File: config.mk
export PLATFORM = sky130hd
export DESIGN_NAME = fault_margin_select
export DESIGN_NICKNAME = d
export VERILOG_FILES = /design/src/design/fault_margin_pkg.sv /design/src/design/fault_margin_select.sv
export VERILOG_INCLUDE_DIRS = /design/src /design/src/design
export SDC_FILE = /design/constraint.sdc
export NUM_CORES = 1
export LEC_CHECK = 0
export BUFFER_PORTS_ARGS = -buffer_cell sky130_fd_sc_hd__buf_4
export CAP_MARGIN = 20
export CORE_UTILIZATION = 50
export CTS_CLUSTER_DIAMETER = 50
export DETAILED_ROUTE_END_ITERATION = 12
export MAX_ROUTING_LAYER = met4
export PLACE_DENSITY = 0.89
export SLEW_MARGIN = 20
export SYNTH_ARGS = -nofsm -noshare
export SYNTH_HDL_FRONTEND = slang
export SYNTH_SLANG_ARGS = --single-unit
File: constraint.sdc
create_clock -name clk_in -period 2.42 [get_ports clk_in]
set_input_delay 0.242 -clock clk_in [delete_from_list [all_inputs] [get_ports clk_in]]
set_output_delay 0.242 -clock clk_in [all_outputs]
set_load 0.03 [all_outputs]
File: src/design/fault_margin_consts.svh
// constants for the fault output and margin select block
//==========================================================
// Notes on behaviour
// fault A select bits 0..7 add monitored inputs 1..8 to output A.
// fault A control bits 3:0 add monitored inputs 9..12 (twelve-channel only).
// fault A control bits 4,5,6 enable overvoltage, undervoltage, early warning.
// control bit 7 sets polarity: zero asserts low, one asserts high.
// fault B select bits 0..7 add monitored inputs 1..8 to output B.
// fault B control bits 3:0 add monitored inputs 9..12 (twelve-channel only).
// fault B control bits 4,5,6 enable overvoltage, undervoltage, early warning.
// output asserts when any selected input violates any enabled threshold.
// power-up fault pin signals faults in sequencing, drives enables low, stores data.
// raise low and lower high selects the margin-up DAC bank.
// lower low and raise high selects the margin-down DAC bank.
// equal margin inputs select the normal DAC bank.
// an asserted margin input closes DAC switches and enables margining.
// software need not write switch-enable registers for pin margining.
// shared pin 2 is the raise input, shared pin 3 the lower input.
// while margining, fault outputs hold, violations ignored, logging skipped.
// no input selected or no class enabled keeps output deasserted.
`ifndef FAULT_MARGIN_CONSTS_SVH
`define FAULT_MARGIN_CONSTS_SVH
//==========================================================
// register indices; the byte address on the bus is index times four
`define REG_FA_SEL     6'h15
`define REG_FA_CTL     6'h16
`define REG_FB_SEL     6'h17
`define REG_FB_CTL     6'h18
`define REG_MODE       6'h19
`define REG_STATUS     6'h1A
`define REG_INT_CLR    6'h1B
`define REG_INT_EN     6'h1C
//==========================================================
// control fields
`define CTL_UPPER_MSB  3
`define CTL_OV_BIT     4
`define CTL_UV_BIT     5
`define CTL_EW_BIT     6
`define CTL_POL_BIT    7
`define MODE_MARGIN_BIT 0
`define MODE_FPU_BIT   1
`define MODE_SWMARG_BIT 2
`define ST_FA_BIT      0
`define ST_FB_BIT      1
`define ST_FPU_BIT     2
`define ST_MARG_BIT    3
`define REG_RESET      8'h00
`define NUM_MON        12
`define STATUS_W       4
`endif

File: src/design/fault_margin_pkg.sv
// types for the fault output and margin select block
package fault_margin_pkg;
   typedef enum logic [2:0] {
      BANK_NORMAL = 3'b001,
      BANK_UP     = 3'b010,
      BANK_DOWN   = 3'b100
   } dac_bank_t;
   typedef enum logic [2:0] {
      RD_IDLE = 3'b001,
      RD_DATA = 3'b010,
      RD_XX   = 3'b100
   } rd_state_t;
endpackage

File: src/design/fault_margin_select.sv
// fault output routing and margin bank select with AXI4-Lite registers
//
// Implementation choice: the AXI4-Lite slave port.
`timescale 1ns/100ps
`include "fault_margin_consts.svh"
module fault_margin_select
   import fault_margin_pkg::*;
(
   // clock and reset
   input  wire logic          clk_in,
   input  wire logic          arst_n_in,
   // axi write address / data / response
   input  wire logic [7:0]    awaddr_in,
   input  wire logic          awvalid_in,
   output logic               awready_out,
   input  wire logic [31:0]   wdata_in,
   input  wire logic [3:0]    wstrb_in,
   input  wire logic          wvalid_in,
   output logic               wready_out,
   output logic [1:0]         bresp_out,
   output logic               bvalid_out,
   input  wire logic          bready_in,
   // axi read address / data
   input  wire logic [7:0]    araddr_in,
   input  wire logic          arvalid_in,
   output logic               arready_out,
   output logic [31:0]        rdata_out,
   output logic [1:0]         rresp_out,
   output logic               rvalid_out,
   input  wire logic          rready_in,
   // threshold violations per monitored input, from comparators
   input  wire logic [11:0]   ov_viol_in,
   input  wire logic [11:0]   uv_viol_in,
   input  wire logic [11:0]   ew_viol_in,
   // sequencing fault, from the sequencer
   input  wire logic          seq_fault_in,
   // margin pins
   input  wire logic          shared_pin_2_in,
   input  wire logic          shared_pin_3_in,
   // fault outputs
   output logic               fault_out_a_out,
   output logic               fault_out_b_out,
   output logic               powerup_fault_flag_out,
   output logic               powerup_fault_oe_n_out,
   output logic               supply_disable_out,
   output logic               fault_store_out,
   // dac control
   output dac_bank_t          dac_bank_out,
   output logic               dac_switch_force_out,
   output logic               margin_active_out,
   output logic               log_inhibit_out,
   // interrupt
   output logic               irq_out
);

   //==========================================================
   // helpers
   // one output's raw fault: any selected input with any enabled class
   function automatic logic fault_hit(input logic [7:0] sel,
                                      input logic [7:0] ctl,
                                      input logic [11:0] ov,
                                      input logic [11:0] uv,
                                      input logic [11:0] ew);
      logic [11:0] mask;
      logic [11:0] viol;
      mask = {ctl[`CTL_UPPER_MSB:0], sel};
      viol = (ov & {12{ctl[`CTL_OV_BIT]}})
           | (uv & {12{ctl[`CTL_UV_BIT]}})
           | (ew & {12{ctl[`CTL_EW_BIT]}});
      return |(mask & viol);
   endfunction

   // drive the asserted or idle pin level from polarity
   function automatic logic pol_level(input logic act, input logic pol);
      return pol ? act : ~act;
   endfunction

   //==========================================================
   // registers
   logic [7:0]  fa_sel_ff, fa_ctl_ff, fb_sel_ff, fb_ctl_ff, mode_ff;
   logic [3:0]  status_ff, int_en_ff;
   logic        fa_act_ff, fb_act_ff, fpu_ff;
   logic [2:0]  up_sync_ff, dn_sync_ff;
   logic        up_ff, dn_ff;
   logic        aw_hold_ff, w_hold_ff;
   logic [7:0]  aw_addr_ff;
   logic [31:0] w_data_ff;
   logic [3:0]  w_strb_ff;
   rd_state_t   rd_state_ff;

   //==========================================================
   // pin synchronisers: a change counts when stages two and three agree
   always_ff @(posedge clk_in or negedge arst_n_in) begin
      if (!arst_n_in) begin
         up_sync_ff <= 3'h7;
         dn_sync_ff <= 3'h7;
         up_ff      <= 1'b1;
         dn_ff      <= 1'b1;
      end else begin
         up_sync_ff <= {up_sync_ff[1:0], shared_pin_2_in};
         dn_sync_ff <= {dn_sync_ff[1:0], shared_pin_3_in};
         if (up_sync_ff[1] == up_sync_ff[2]) begin
            up_ff <= up_sync_ff[2];
         end
         if (dn_sync_ff[1] == dn_sync_ff[2]) begin
            dn_ff <= dn_sync_ff[2];
         end
      end
   end

   //==========================================================
   // margin bank decode
   logic pin_marg, margin_en;
   assign pin_marg = mode_ff[`MODE_MARGIN_BIT] & (up_ff ^ dn_ff);
   assign margin_en = pin_marg | mode_ff[`MODE_SWMARG_BIT];

   always_comb begin
      if (!mode_ff[`MODE_MARGIN_BIT] || up_ff == dn_ff) begin
         dac_bank_out = BANK_NORMAL;
      end else if (!up_ff) begin
         dac_bank_out = BANK_UP;
      end else begin
         dac_bank_out = BANK_DOWN;
      end
   end
   // switches close from the pins while the mode margin bit is set, no switch register needed
   assign dac_switch_force_out = pin_marg;
   assign margin_active_out    = margin_en;
   assign log_inhibit_out      = margin_en;

   //==========================================================
   // fault state: frozen while margining so swept supplies do not trip
   always_ff @(posedge clk_in or negedge arst_n_in) begin
      if (!arst_n_in) begin
         fa_act_ff <= 1'b0;
         fb_act_ff <= 1'b0;
         fpu_ff    <= 1'b0;
      end else if (!margin_en) begin
         fa_act_ff <= fault_hit(fa_sel_ff, fa_ctl_ff,
                                ov_viol_in, uv_viol_in, ew_viol_in);
         fb_act_ff <= fault_hit(fb_sel_ff, fb_ctl_ff,
                                ov_viol_in, uv_viol_in, ew_viol_in);
         fpu_ff    <= seq_fault_in & mode_ff[`MODE_FPU_BIT];
      end
   end

   always_ff @(posedge clk_in or negedge arst_n_in) begin
      if (!arst_n_in) begin
         fault_out_a_out <= 1'b1;
         fault_out_b_out <= 1'b1;
      end else begin
         fault_out_a_out <= pol_level(fa_act_ff, fa_ctl_ff[`CTL_POL_BIT]);
         fault_out_b_out <= pol_level(fb_act_ff, fb_ctl_ff[`CTL_POL_BIT]);
      end
   end

   // open drain flag: pull low on fault, enable low while driving
   assign powerup_fault_flag_out = 1'b0;
   assign powerup_fault_oe_n_out = ~fpu_ff;
   assign supply_disable_out     = fpu_ff;
   assign fault_store_out        = fpu_ff;

   //==========================================================
   // interrupt status: set wins over clear
   logic       clr_hit;
   logic [3:0] ev, clr_mask;
   assign ev = {margin_en, fpu_ff, fb_act_ff, fa_act_ff};
   always_ff @(posedge clk_in or negedge arst_n_in) begin
      if (!arst_n_in) begin
         status_ff <= 4'h0;
      end else begin
         status_ff <= (status_ff & ~clr_mask) | ev;
      end
   end
   assign irq_out = |(status_ff & int_en_ff);

   //==========================================================
   // axi write: address and data taken in either order
   logic wr_go;
   assign awready_out = ~aw_hold_ff & ~bvalid_out;
   assign wready_out  = ~w_hold_ff & ~bvalid_out;
   assign wr_go       = aw_hold_ff & w_hold_ff & ~bvalid_out;
   assign bresp_out   = 2'h0;
   assign clr_hit  = wr_go && aw_addr_ff[7:2] == `REG_INT_CLR
                     && w_strb_ff[0];
   assign clr_mask = clr_hit ? w_data_ff[3:0] : 4'h0;

   always_ff @(posedge clk_in or negedge arst_n_in) begin
      if (!arst_n_in) begin
         aw_hold_ff <= 1'b0;
         w_hold_ff  <= 1'b0;
         aw_addr_ff <= 8'h00;
         w_data_ff  <= 32'h0000_0000;
         w_strb_ff  <= 4'h0;
         bvalid_out <= 1'b0;
      end else begin
         if (awvalid_in && awready_out) begin
            aw_hold_ff <= 1'b1;
            aw_addr_ff <= awaddr_in;
         end
         if (wvalid_in && wready_out) begin
            w_hold_ff <= 1'b1;
            w_data_ff <= wdata_in;
            w_strb_ff <= wstrb_in;
         end
         if (wr_go) begin
            aw_hold_ff <= 1'b0;
            w_hold_ff  <= 1'b0;
            bvalid_out <= 1'b1;
         end else if (bvalid_out && bready_in) begin
            bvalid_out <= 1'b0;
         end
      end
   end

   // register store, low byte lane only
   always_ff @(posedge clk_in or negedge arst_n_in) begin
      if (!arst_n_in) begin
         fa_sel_ff <= `REG_RESET;
         fa_ctl_ff <= `REG_RESET;
         fb_sel_ff <= `REG_RESET;
         fb_ctl_ff <= `REG_RESET;
         mode_ff   <= `REG_RESET;
         int_en_ff <= 4'h0;
      end else if (wr_go && w_strb_ff[0]) begin
         case (aw_addr_ff[7:2])
            `REG_FA_SEL: fa_sel_ff <= w_data_ff[7:0];
            `REG_FA_CTL: fa_ctl_ff <= w_data_ff[7:0];
            `REG_FB_SEL: fb_sel_ff <= w_data_ff[7:0];
            `REG_FB_CTL: fb_ctl_ff <= w_data_ff[7:0];
            `REG_MODE:   mode_ff   <= {5'h00, w_data_ff[2:0]};
            `REG_INT_EN: int_en_ff <= w_data_ff[3:0];
            default: ;
         endcase
      end
   end

   //==========================================================
   // axi read: one beat, answer the cycle after the address
   logic [31:0] rd_mux;
   always_comb begin
      case (araddr_in[7:2])
         `REG_FA_SEL: rd_mux = {24'h000000, fa_sel_ff};
         `REG_FA_CTL: rd_mux = {24'h000000, fa_ctl_ff};
         `REG_FB_SEL: rd_mux = {24'h000000, fb_sel_ff};
         `REG_FB_CTL: rd_mux = {24'h000000, fb_ctl_ff};
         `REG_MODE:   rd_mux = {24'h000000, mode_ff};
         `REG_STATUS: rd_mux = {28'h0000000, status_ff};
         `REG_INT_EN: rd_mux = {28'h0000000, int_en_ff};
         default:     rd_mux = 32'h0000_0000;
      endcase
   end
   logic rd_ok;
   always_comb begin
      case (araddr_in[7:2])
         `REG_FA_SEL, `REG_FA_CTL, `REG_FB_SEL, `REG_FB_CTL,
         `REG_MODE, `REG_STATUS, `REG_INT_EN: rd_ok = 1'b1;
         default: rd_ok = 1'b0;
      endcase
   end

   assign arready_out = (rd_state_ff == RD_IDLE);
   assign rvalid_out  = (rd_state_ff == RD_DATA);
   always_ff @(posedge clk_in or negedge arst_n_in) begin
      if (!arst_n_in) begin
         rd_state_ff <= RD_IDLE;
         rdata_out   <= 32'h0000_0000;
         rresp_out   <= 2'h0;
      end else begin
         case (rd_state_ff)
            RD_IDLE: begin
               if (arvalid_in) begin
                  rd_state_ff <= RD_DATA;
                  rdata_out   <= rd_mux;
                  rresp_out   <= rd_ok ? 2'h0 : 2'h2;
               end
            end
            RD_DATA: begin
               if (rready_in) begin
                  rd_state_ff <= RD_IDLE;
               end
            end
            default: rd_state_ff <= RD_IDLE;
         endcase
      end
   end
endmodule

==> results of run 1 <==
==> flip-flops by register name, indices dropped and copies added (netlist names), 2 cells and up <==
name / flops
fb_ctl_ff: 8
fa_sel_ff: 8
mode_ff: 3
rdata_out: 8
fa_ctl_ff: 8
w_data_ff: 8
status_ff: 4
aw_addr_ff: 6
fb_sel_ff: 8
up_sync_ff: 3
int_en_ff: 4
dn_sync_ff: 3
rd_state_ff: 2
==> placed cells by master, fill, tap and decap left out, types with 2 or more instances in the layout <==
cell type / Yosys / layout
a22o_1: 12 / 12
inv_1: 32 / 32
a222oi_1: 24 / 24
dfstp_2: 11 / 11
mux2_2: 30 / 30
nor3_1: 2 / 2
a2bb2oi_1: 4 / 4
a221o_1: 4 / 4
nor3_2: 2 / 2
dlygate4sd3_1: 0 / 3
o21ai_0: 19 / 19
a221oi_1: 2 / 2
a22oi_1: 9 / 9
nor2_1: 11 / 11
nand2b_1: 8 / 8
clkbuf_8: 0 / 11
xnor2_1: 2 / 2
mux2i_1: 5 / 5
mux2_4: 8 / 8
and2_1: 3 / 3
nor4_1: 5 / 5
a21o_1: 4 / 4
a31oi_1: 3 / 3
o22ai_1: 10 / 10
nand2_1: 30 / 30
buf_4: 32 / 97
maj3_1: 2 / 2
conb_1: 1 / 28
dfrtp_1: 74 / 74
nand4bb_1: 3 / 3
clkinvlp_4: 0 / 2
nand3_1: 5 / 5
==> worst register-to-register path, cell delays in order, from the launching register on <==
cell and delay (ns):
dfrtp_1 0.44, nand4b_1 0.29, nand2b_1 0.27, nor4_2 0.51
mux2_2 0.42
==> layout make-up <==
type                            instances  area (um2)
Clock buffer                           11         151
Clock inverter                          5        58.8
Fill cell                             629        3020
Inverter                               32         120
Multi-Input combinational cell        248        1820
Sequential cell                        85        2140
Tap cell                              105         131
Timing Repair Buffer                  101         778
==> final timing paths <==
check                                   startpoint                     endpoint  slack (ns)
max                         bvalid_out$_DFFE_PN0P_     fb_ctl_ff[7]$_DFFE_PN0P_        0.38
min                                      bready_in       bvalid_out$_DFFE_PN0P_        0.06
max reg2reg                 bvalid_out$_DFFE_PN0P_     fb_ctl_ff[7]$_DFFE_PN0P_        0.38
min reg2reg                dn_sync_ff[0]$_DFF_PN1_      dn_sync_ff[1]$_DFF_PN1_        0.35
max in group asynchronous                arst_n_in    fault_out_b_out$_DFF_PN1_        1.45
min in group asynchronous                arst_n_in  fault_store_out$_DFFE_PN0N_        0.31
==> timing repair <==
action	CTS	global route
hold buffers	3	0
setup endpoints to repair	0	0
buffers inserted	0	0
endpoints found under the hold margin	13	0
==> power by group through the flow <==
stage / combinational (mW) / sequential (mW) / clock, mW
finish: 1.34 / 2.26 / 1.05
CTS: 1.34 / 2.24 / 1.05
global route: 1.46 / 2.31 / 1.13
detailed placement: 1.33 / 2.27 / 0
global placement: 1.29 / 2.24 / 0
floorplan: 1.01 / 2.10 / 0
==> metal layers <==
metal  vias to the layer above  GRT usage (%)  routed length (um)
met5                         -              -                   0
met4                         0           11.0                 286
met3                        28           3.78                 756
met2                       187           39.1                4900
met1                      1685           32.7                4200
li1                       1546              -                   -
==> logic make-up after synthesis <==
logic type	after synthesis	share of synthesized area [%]
compound gates	94	17.2
flops	85	50.2
simple gates	78	10.0
buf+inv	75	9.51
mux	43	11.9
xor+xnor	3	0.616
fa+ha+maj	2	0.470
other cells	1	0.0879
==> results.json, run 1 <==
{
  "dp_hpwl_um": 7360,
  "antenna_cells": 0,
  "grt_max_degree": 65,
  "power.density_mw_per_mm2": 894,
  "min_period_over_period_pct": 84.4,
  "clock-sinks": 85,
  "grt_pass1_wl_um": 16200,
  "rsz0062_at_grt": "false",
  "yosysMostFrequentCell": "dfrtp_1",
  "grt_use_total_pct": 25.1,
  "seq_area_frac_synth_pct": 50.2,
  "synth_common_cells": "dfrtp_1 (74), buf_4 (32), inv_1 (32)",
  "wl_per_cell_um": 17.3,
  "cts.htree.levels": 3,
  "grt_pass1_vias": 3271,
  "drive_gt1_share_pct": 34.6,
  "place_inst": 568,
  "initial_core_util_pct": 51.9,
  "finish.utilization_pct": 63.3,
  "core_mm2": 0.00822,
  "worstSetupPathType": "register to register",
  "slew_violations": 0,
  "cts_resized": 0,
  "final_hold_viol_count": 0,
  "cp_slowest_cell": "nor4_2",
  "fin_hold_ws_ns": 0.0617,
  "pwr-share-clk_pct": 22.6,
  "power.total_mw": 4.65,
  "clk_pin_slew_ns": 0.08,
  "cts_tree": "yes",
  "relSlewSlack_pct": 53.7,
  "clock_skew_ns": 0.0159,
  "critical_path.top_delay_family": "simple AND/OR/NAND/NOR gates",
  "synth_seq_cells": 85,
  "fin_ws_ns": 0.377,
  "critical_path.cell_chain": "nand4b_1, nand2b_1, nor4_2, mux2_2",
  "synth_top_area_cell": "dfrtp_1",
  "p_seq_share_pct": 48.6,
  "worstSetupEndpointType": "register",
  "placed_area_mm2": 0.00496,
  "rows": 33,
  "cp_num_buf_inv": 0,
  "routed_wl_um": 10100,
  "holdCritPathClass": "input pin to register",
  "cts-buffers-inserted": 9,
  "via_count": 3446,
  "worstRegToRegCells": 4,
  "yosysWarnings": 0,
  "root_buffer": "clkbuf_8",
  "final_area_mm2": 0.00520,
  "timing.fmax_mhz": 489,
  "hold_depth": 2,
  "clk_latency_ns": 0.37,
  "worst_ir_drop_vdd_mv": 0.888,
  "synth_area_leaders": "dfrtp_1 (43%), mux2_2 (7.9%), dfstp_2 (6.8%)",
  "area_growth_pct": 21.9,
  "synth_top_flop_cell": "dfrtp_1",
  "die_area_mm2": 0.00890,
  "dieWidth_um": 94.4,
  "p_sw_mw": 1.68,
  "dp_slack_ns": 0.428,
  "p_int_mw": 2.97,
  "ys_types": 44,
  "final_cells": 587,
  "grt_remaining_overflow": 0,
  "antenna_found_initial": 0,
  "tns_ns": 0,
  "cp_slowest_stage_delay_ns": 0.51,
  "io-pin-count": 152,
  "sw_frac_of_total_pct": 36.1,
  "vias_per_cell": 5.87,
  "combPwrFrac_pct": 28.9,
  "die_h_um": 94.4,
  "p_leak_nw": 2.43,
  "drt_iter0_markers": 577,
  "io_buffers": 92,
  "synth-edff-count": 0,
  "finalSetupViolCount": 0,
  "ant_nets": 0,
  "syn_area_mm2": 0.00426,
  "avgSynthCellArea_um2": 11.2,
  "critPathMaxFanout": 7,
  "period_needed_ns": 2.04,
  "async_flop_share_pct": 100,
  "arrival_ns": 2.29,
  "nNetsFinal": 575,
  "tightest_slew_ns": 0.689,
  "critPathLaunchType": "register",
  "route.detailed.drc": 0,
  "dr.pass1.iters": 9,
  "clock_path_buffers": 2,
  "synth_top_area_share_pct": 43.4,
  "status": "complete, no violations",
  "gp_congestion": 0.945,
  "critPathRequiredTime_ns": 2.66,
  "syn_inst": 381,
  "cp_num_cells": 4,
  "max_cap_viol_count": 0
}
Note: power is estimated with default switching activity, not from simulation.
==> run 2: changes to the inputs <==
==> constraint.sdc (replaced) <==
create_clock -name clk_in -period 2.1 [get_ports clk_in]
set_input_delay 0.21 -clock clk_in [delete_from_list [all_inputs] [get_ports clk_in]]
set_output_delay 0.21 -clock clk_in [all_outputs]
set_load 0.03 [all_outputs]
==> run 2 against run 1 <==
Compared with the run above:
- global-route usage shrank 0.26 points
- first-iteration DRC count decreased by 27%
- sequential share of layout area down 0.62 points
- final area is 1.5% higher
- worst hold slack worse by 0.017 ns
- routed wire length rose by 2.8%
- total power rose by 22%
- combinational power is 19% higher
- sequential power is 15% higher
- setup slack worse by 0.29 ns
- maximum frequency rose by 1.5%
- largest power group unchanged
==> results.json, run 2 (synthesis results as in run 1) <==
{
  "cts-buffers-inserted": 9,
  "route.detailed.drc": 0,
  "max_cap_viol_count": 0,
  "rows": 33,
  "relSlewSlack_pct": 57.2,
  "dieWidth_um": 94.4,
  "crit_path_start": "fa_ctl_ff[4]$_DFFE_PN0P_",
  "root_buffer": "clkbuf_8",
  "hold_depth": 2,
  "arrival_ns": 2.23,
  "nNetsFinal": 580,
  "clock-sinks": 85,
  "slew_violations": 0,
  "post-cts-setup-buffers": 0,
  "die_area_mm2": 0.00890,
  "clk_latency_ns": 0.35,
  "p_int_mw": 3.72,
  "dr.pass1.iters": 9,
  "rsz0062_at_grt": "false",
  "initial_core_util_pct": 51.9,
  "p_seq_share_pct": 45.9,
  "area_growth_pct": 23.8,
  "dp_hpwl_um": 7660,
  "grt_use_total_pct": 24.9,
  "grt_pass1_wl_um": 16200,
  "drt_iter0_markers": 424,
  "cts_tree": "yes",
  "die_h_um": 94.4,
  "holdCritPathClass": "input pin to register",
  "place_inst": 573,
  "io-pin-count": 152,
  "seq_area_mm2": 0.00214,
  "reg2reg_from": "fa_ctl_ff[4]$_DFFE_PN0P_",
  "timing.fmax_mhz": 497,
  "ant_nets": 0,
  "clock_skew_ns": 0.00450,
  "power.density_mw_per_mm2": 1070,
  "final_cells": 592,
  "pwr-share-clk_pct": 25.9,
  "finalSetupViolCount": 0,
  "tns_ns": 0,
  "critPathRequiredTime_ns": 2.32,
  "grt_max_degree": 47,
  "tightest_slew_ns": 0.636,
  "gp_congestion": 0.876,
  "final_hold_viol_count": 0,
  "core_mm2": 0.00822,
  "period_needed_ns": 2.01,
  "critPathMaxFanout": 14,
  "worstSetupEndpointType": "register",
  "grt_pass1_vias": 3318,
  "final_cell_mix": "buf_4 (103), dfrtp_1 (74), inv_1 (32), nand2_1 (30), mux2_2 (30)",
  "routed_wl_um": 10400,
  "p_sw_mw": 1.93,
  "combPwrFrac_pct": 28.3,
  "sw_frac_of_total_pct": 34.1,
  "clk_pin_slew_ns": 0.08,
  "critPathLaunchType": "register",
  "grt_remaining_overflow": 0,
  "drive_gt1_share_pct": 35.3,
  "nFillCells": 659,
  "antenna_cells": 0,
  "p_leak_nw": 2.48,
  "multiInputGateArea_mm2": 0.00183,
  "worstSetupPathType": "register to register",
  "antenna_found_initial": 0,
  "min_period_over_period_pct": 95.9,
  "status": "complete, no violations",
  "final_common_cell": "buf_4",
  "worst_ir_drop_vdd_mv": 0.789,
  "min-delay-start": "bready_in",
  "via_count": 3491,
  "vias_per_cell": 5.90,
  "clock_path_buffers": 2,
  "worstRegToRegCells": 4,
  "io_buffers": 92,
  "cts.htree.levels": 3,
  "wl_per_cell_um": 17.6
}
==> run 2: power by group through the flow <==
stage / combinational (mW) / clock (mW) / sequential [mW]
after floorplan: 1.16 / 0 / 2.42
after global placement: 1.53 / 0 / 2.56
after detailed placement: 1.57 / 0 / 2.60
final: 1.60 / 1.46 / 2.59
after global routing: 1.73 / 1.53 / 2.65
after CTS: 1.60 / 1.47 / 2.58
==> run 2: worst paths after layout <==
| kind | end | slack [ns] |
|---|---|---|
| max in group asynchronous | fault_out_b_out$_DFF_PN1_ | 1.02 |
| hold reg to reg | dn_sync_ff[1]$_DFF_PN1_ | 0.36 |
| setup reg to reg | fa_act_ff$_DFFE_PN0N_ | 0.09 |
| min in group asynchronous | status_ff[3]$_DFF_PN0_ | 0.40 |
| setup / recovery | fa_act_ff$_DFFE_PN0N_ | 0.09 |
| hold / removal | bvalid_out$_DFFE_PN0P_ | 0.05 |
==> run 2: final cells by class <==
type	instances	area share, %
Clock buffer	13	3.20
Clock inverter	3	1.71
Multi-Input combinational cell	248	34.6
Sequential cell	85	40.5
Timing Repair Buffer	106	15.2
Tap cell	105	2.49
Inverter	32	2.27
==> run 2: timing repair <==
item | CTS | global route
endpoints found under the setup margin | 0 | 1
hold buffers | 3 | 0
endpoints found under the hold margin | 36 | 0
resized for setup | 0 | 1
==> run 2: per-layer routing <==
| metal | up-vias | share of wire, % | track usage, % |
|---|---|---|---|
| met5 | - | 0 | - |
| met4 | 0 | 3.1 | 11.8 |
| met3 | 32 | 6.1 | 3.30 |
| met2 | 187 | 49 | 38.8 |
| met1 | 1718 | 42 | 32.2 |
| li1 | 1554 | - | - |
==> run 2: critical path: stages, from the launching register on <==
cell      delay, ns
dfrtp_1        0.57
a222oi_1       0.53
o22ai_1        0.19
nor4_1         0.44
a31oi_1        0.15
==> run 2: through the flow <==
stage	cell area, um2	power (mW)	hold WS [ns]	worst slack (ns)	utilization, %
after floorplan	4370	3.58	-0.0856	0.0841	-
after global placement	4980	4.09	0.241	0.242	60.7
after detailed placement	4980	4.17	0.258	0.137	60.7
after CTS	5270	5.64	0.0319	0.121	64.2
after global routing	5280	5.91	0.0488	0.0677	64.3
final	5280	5.65	0.0450	0.0867	64.3
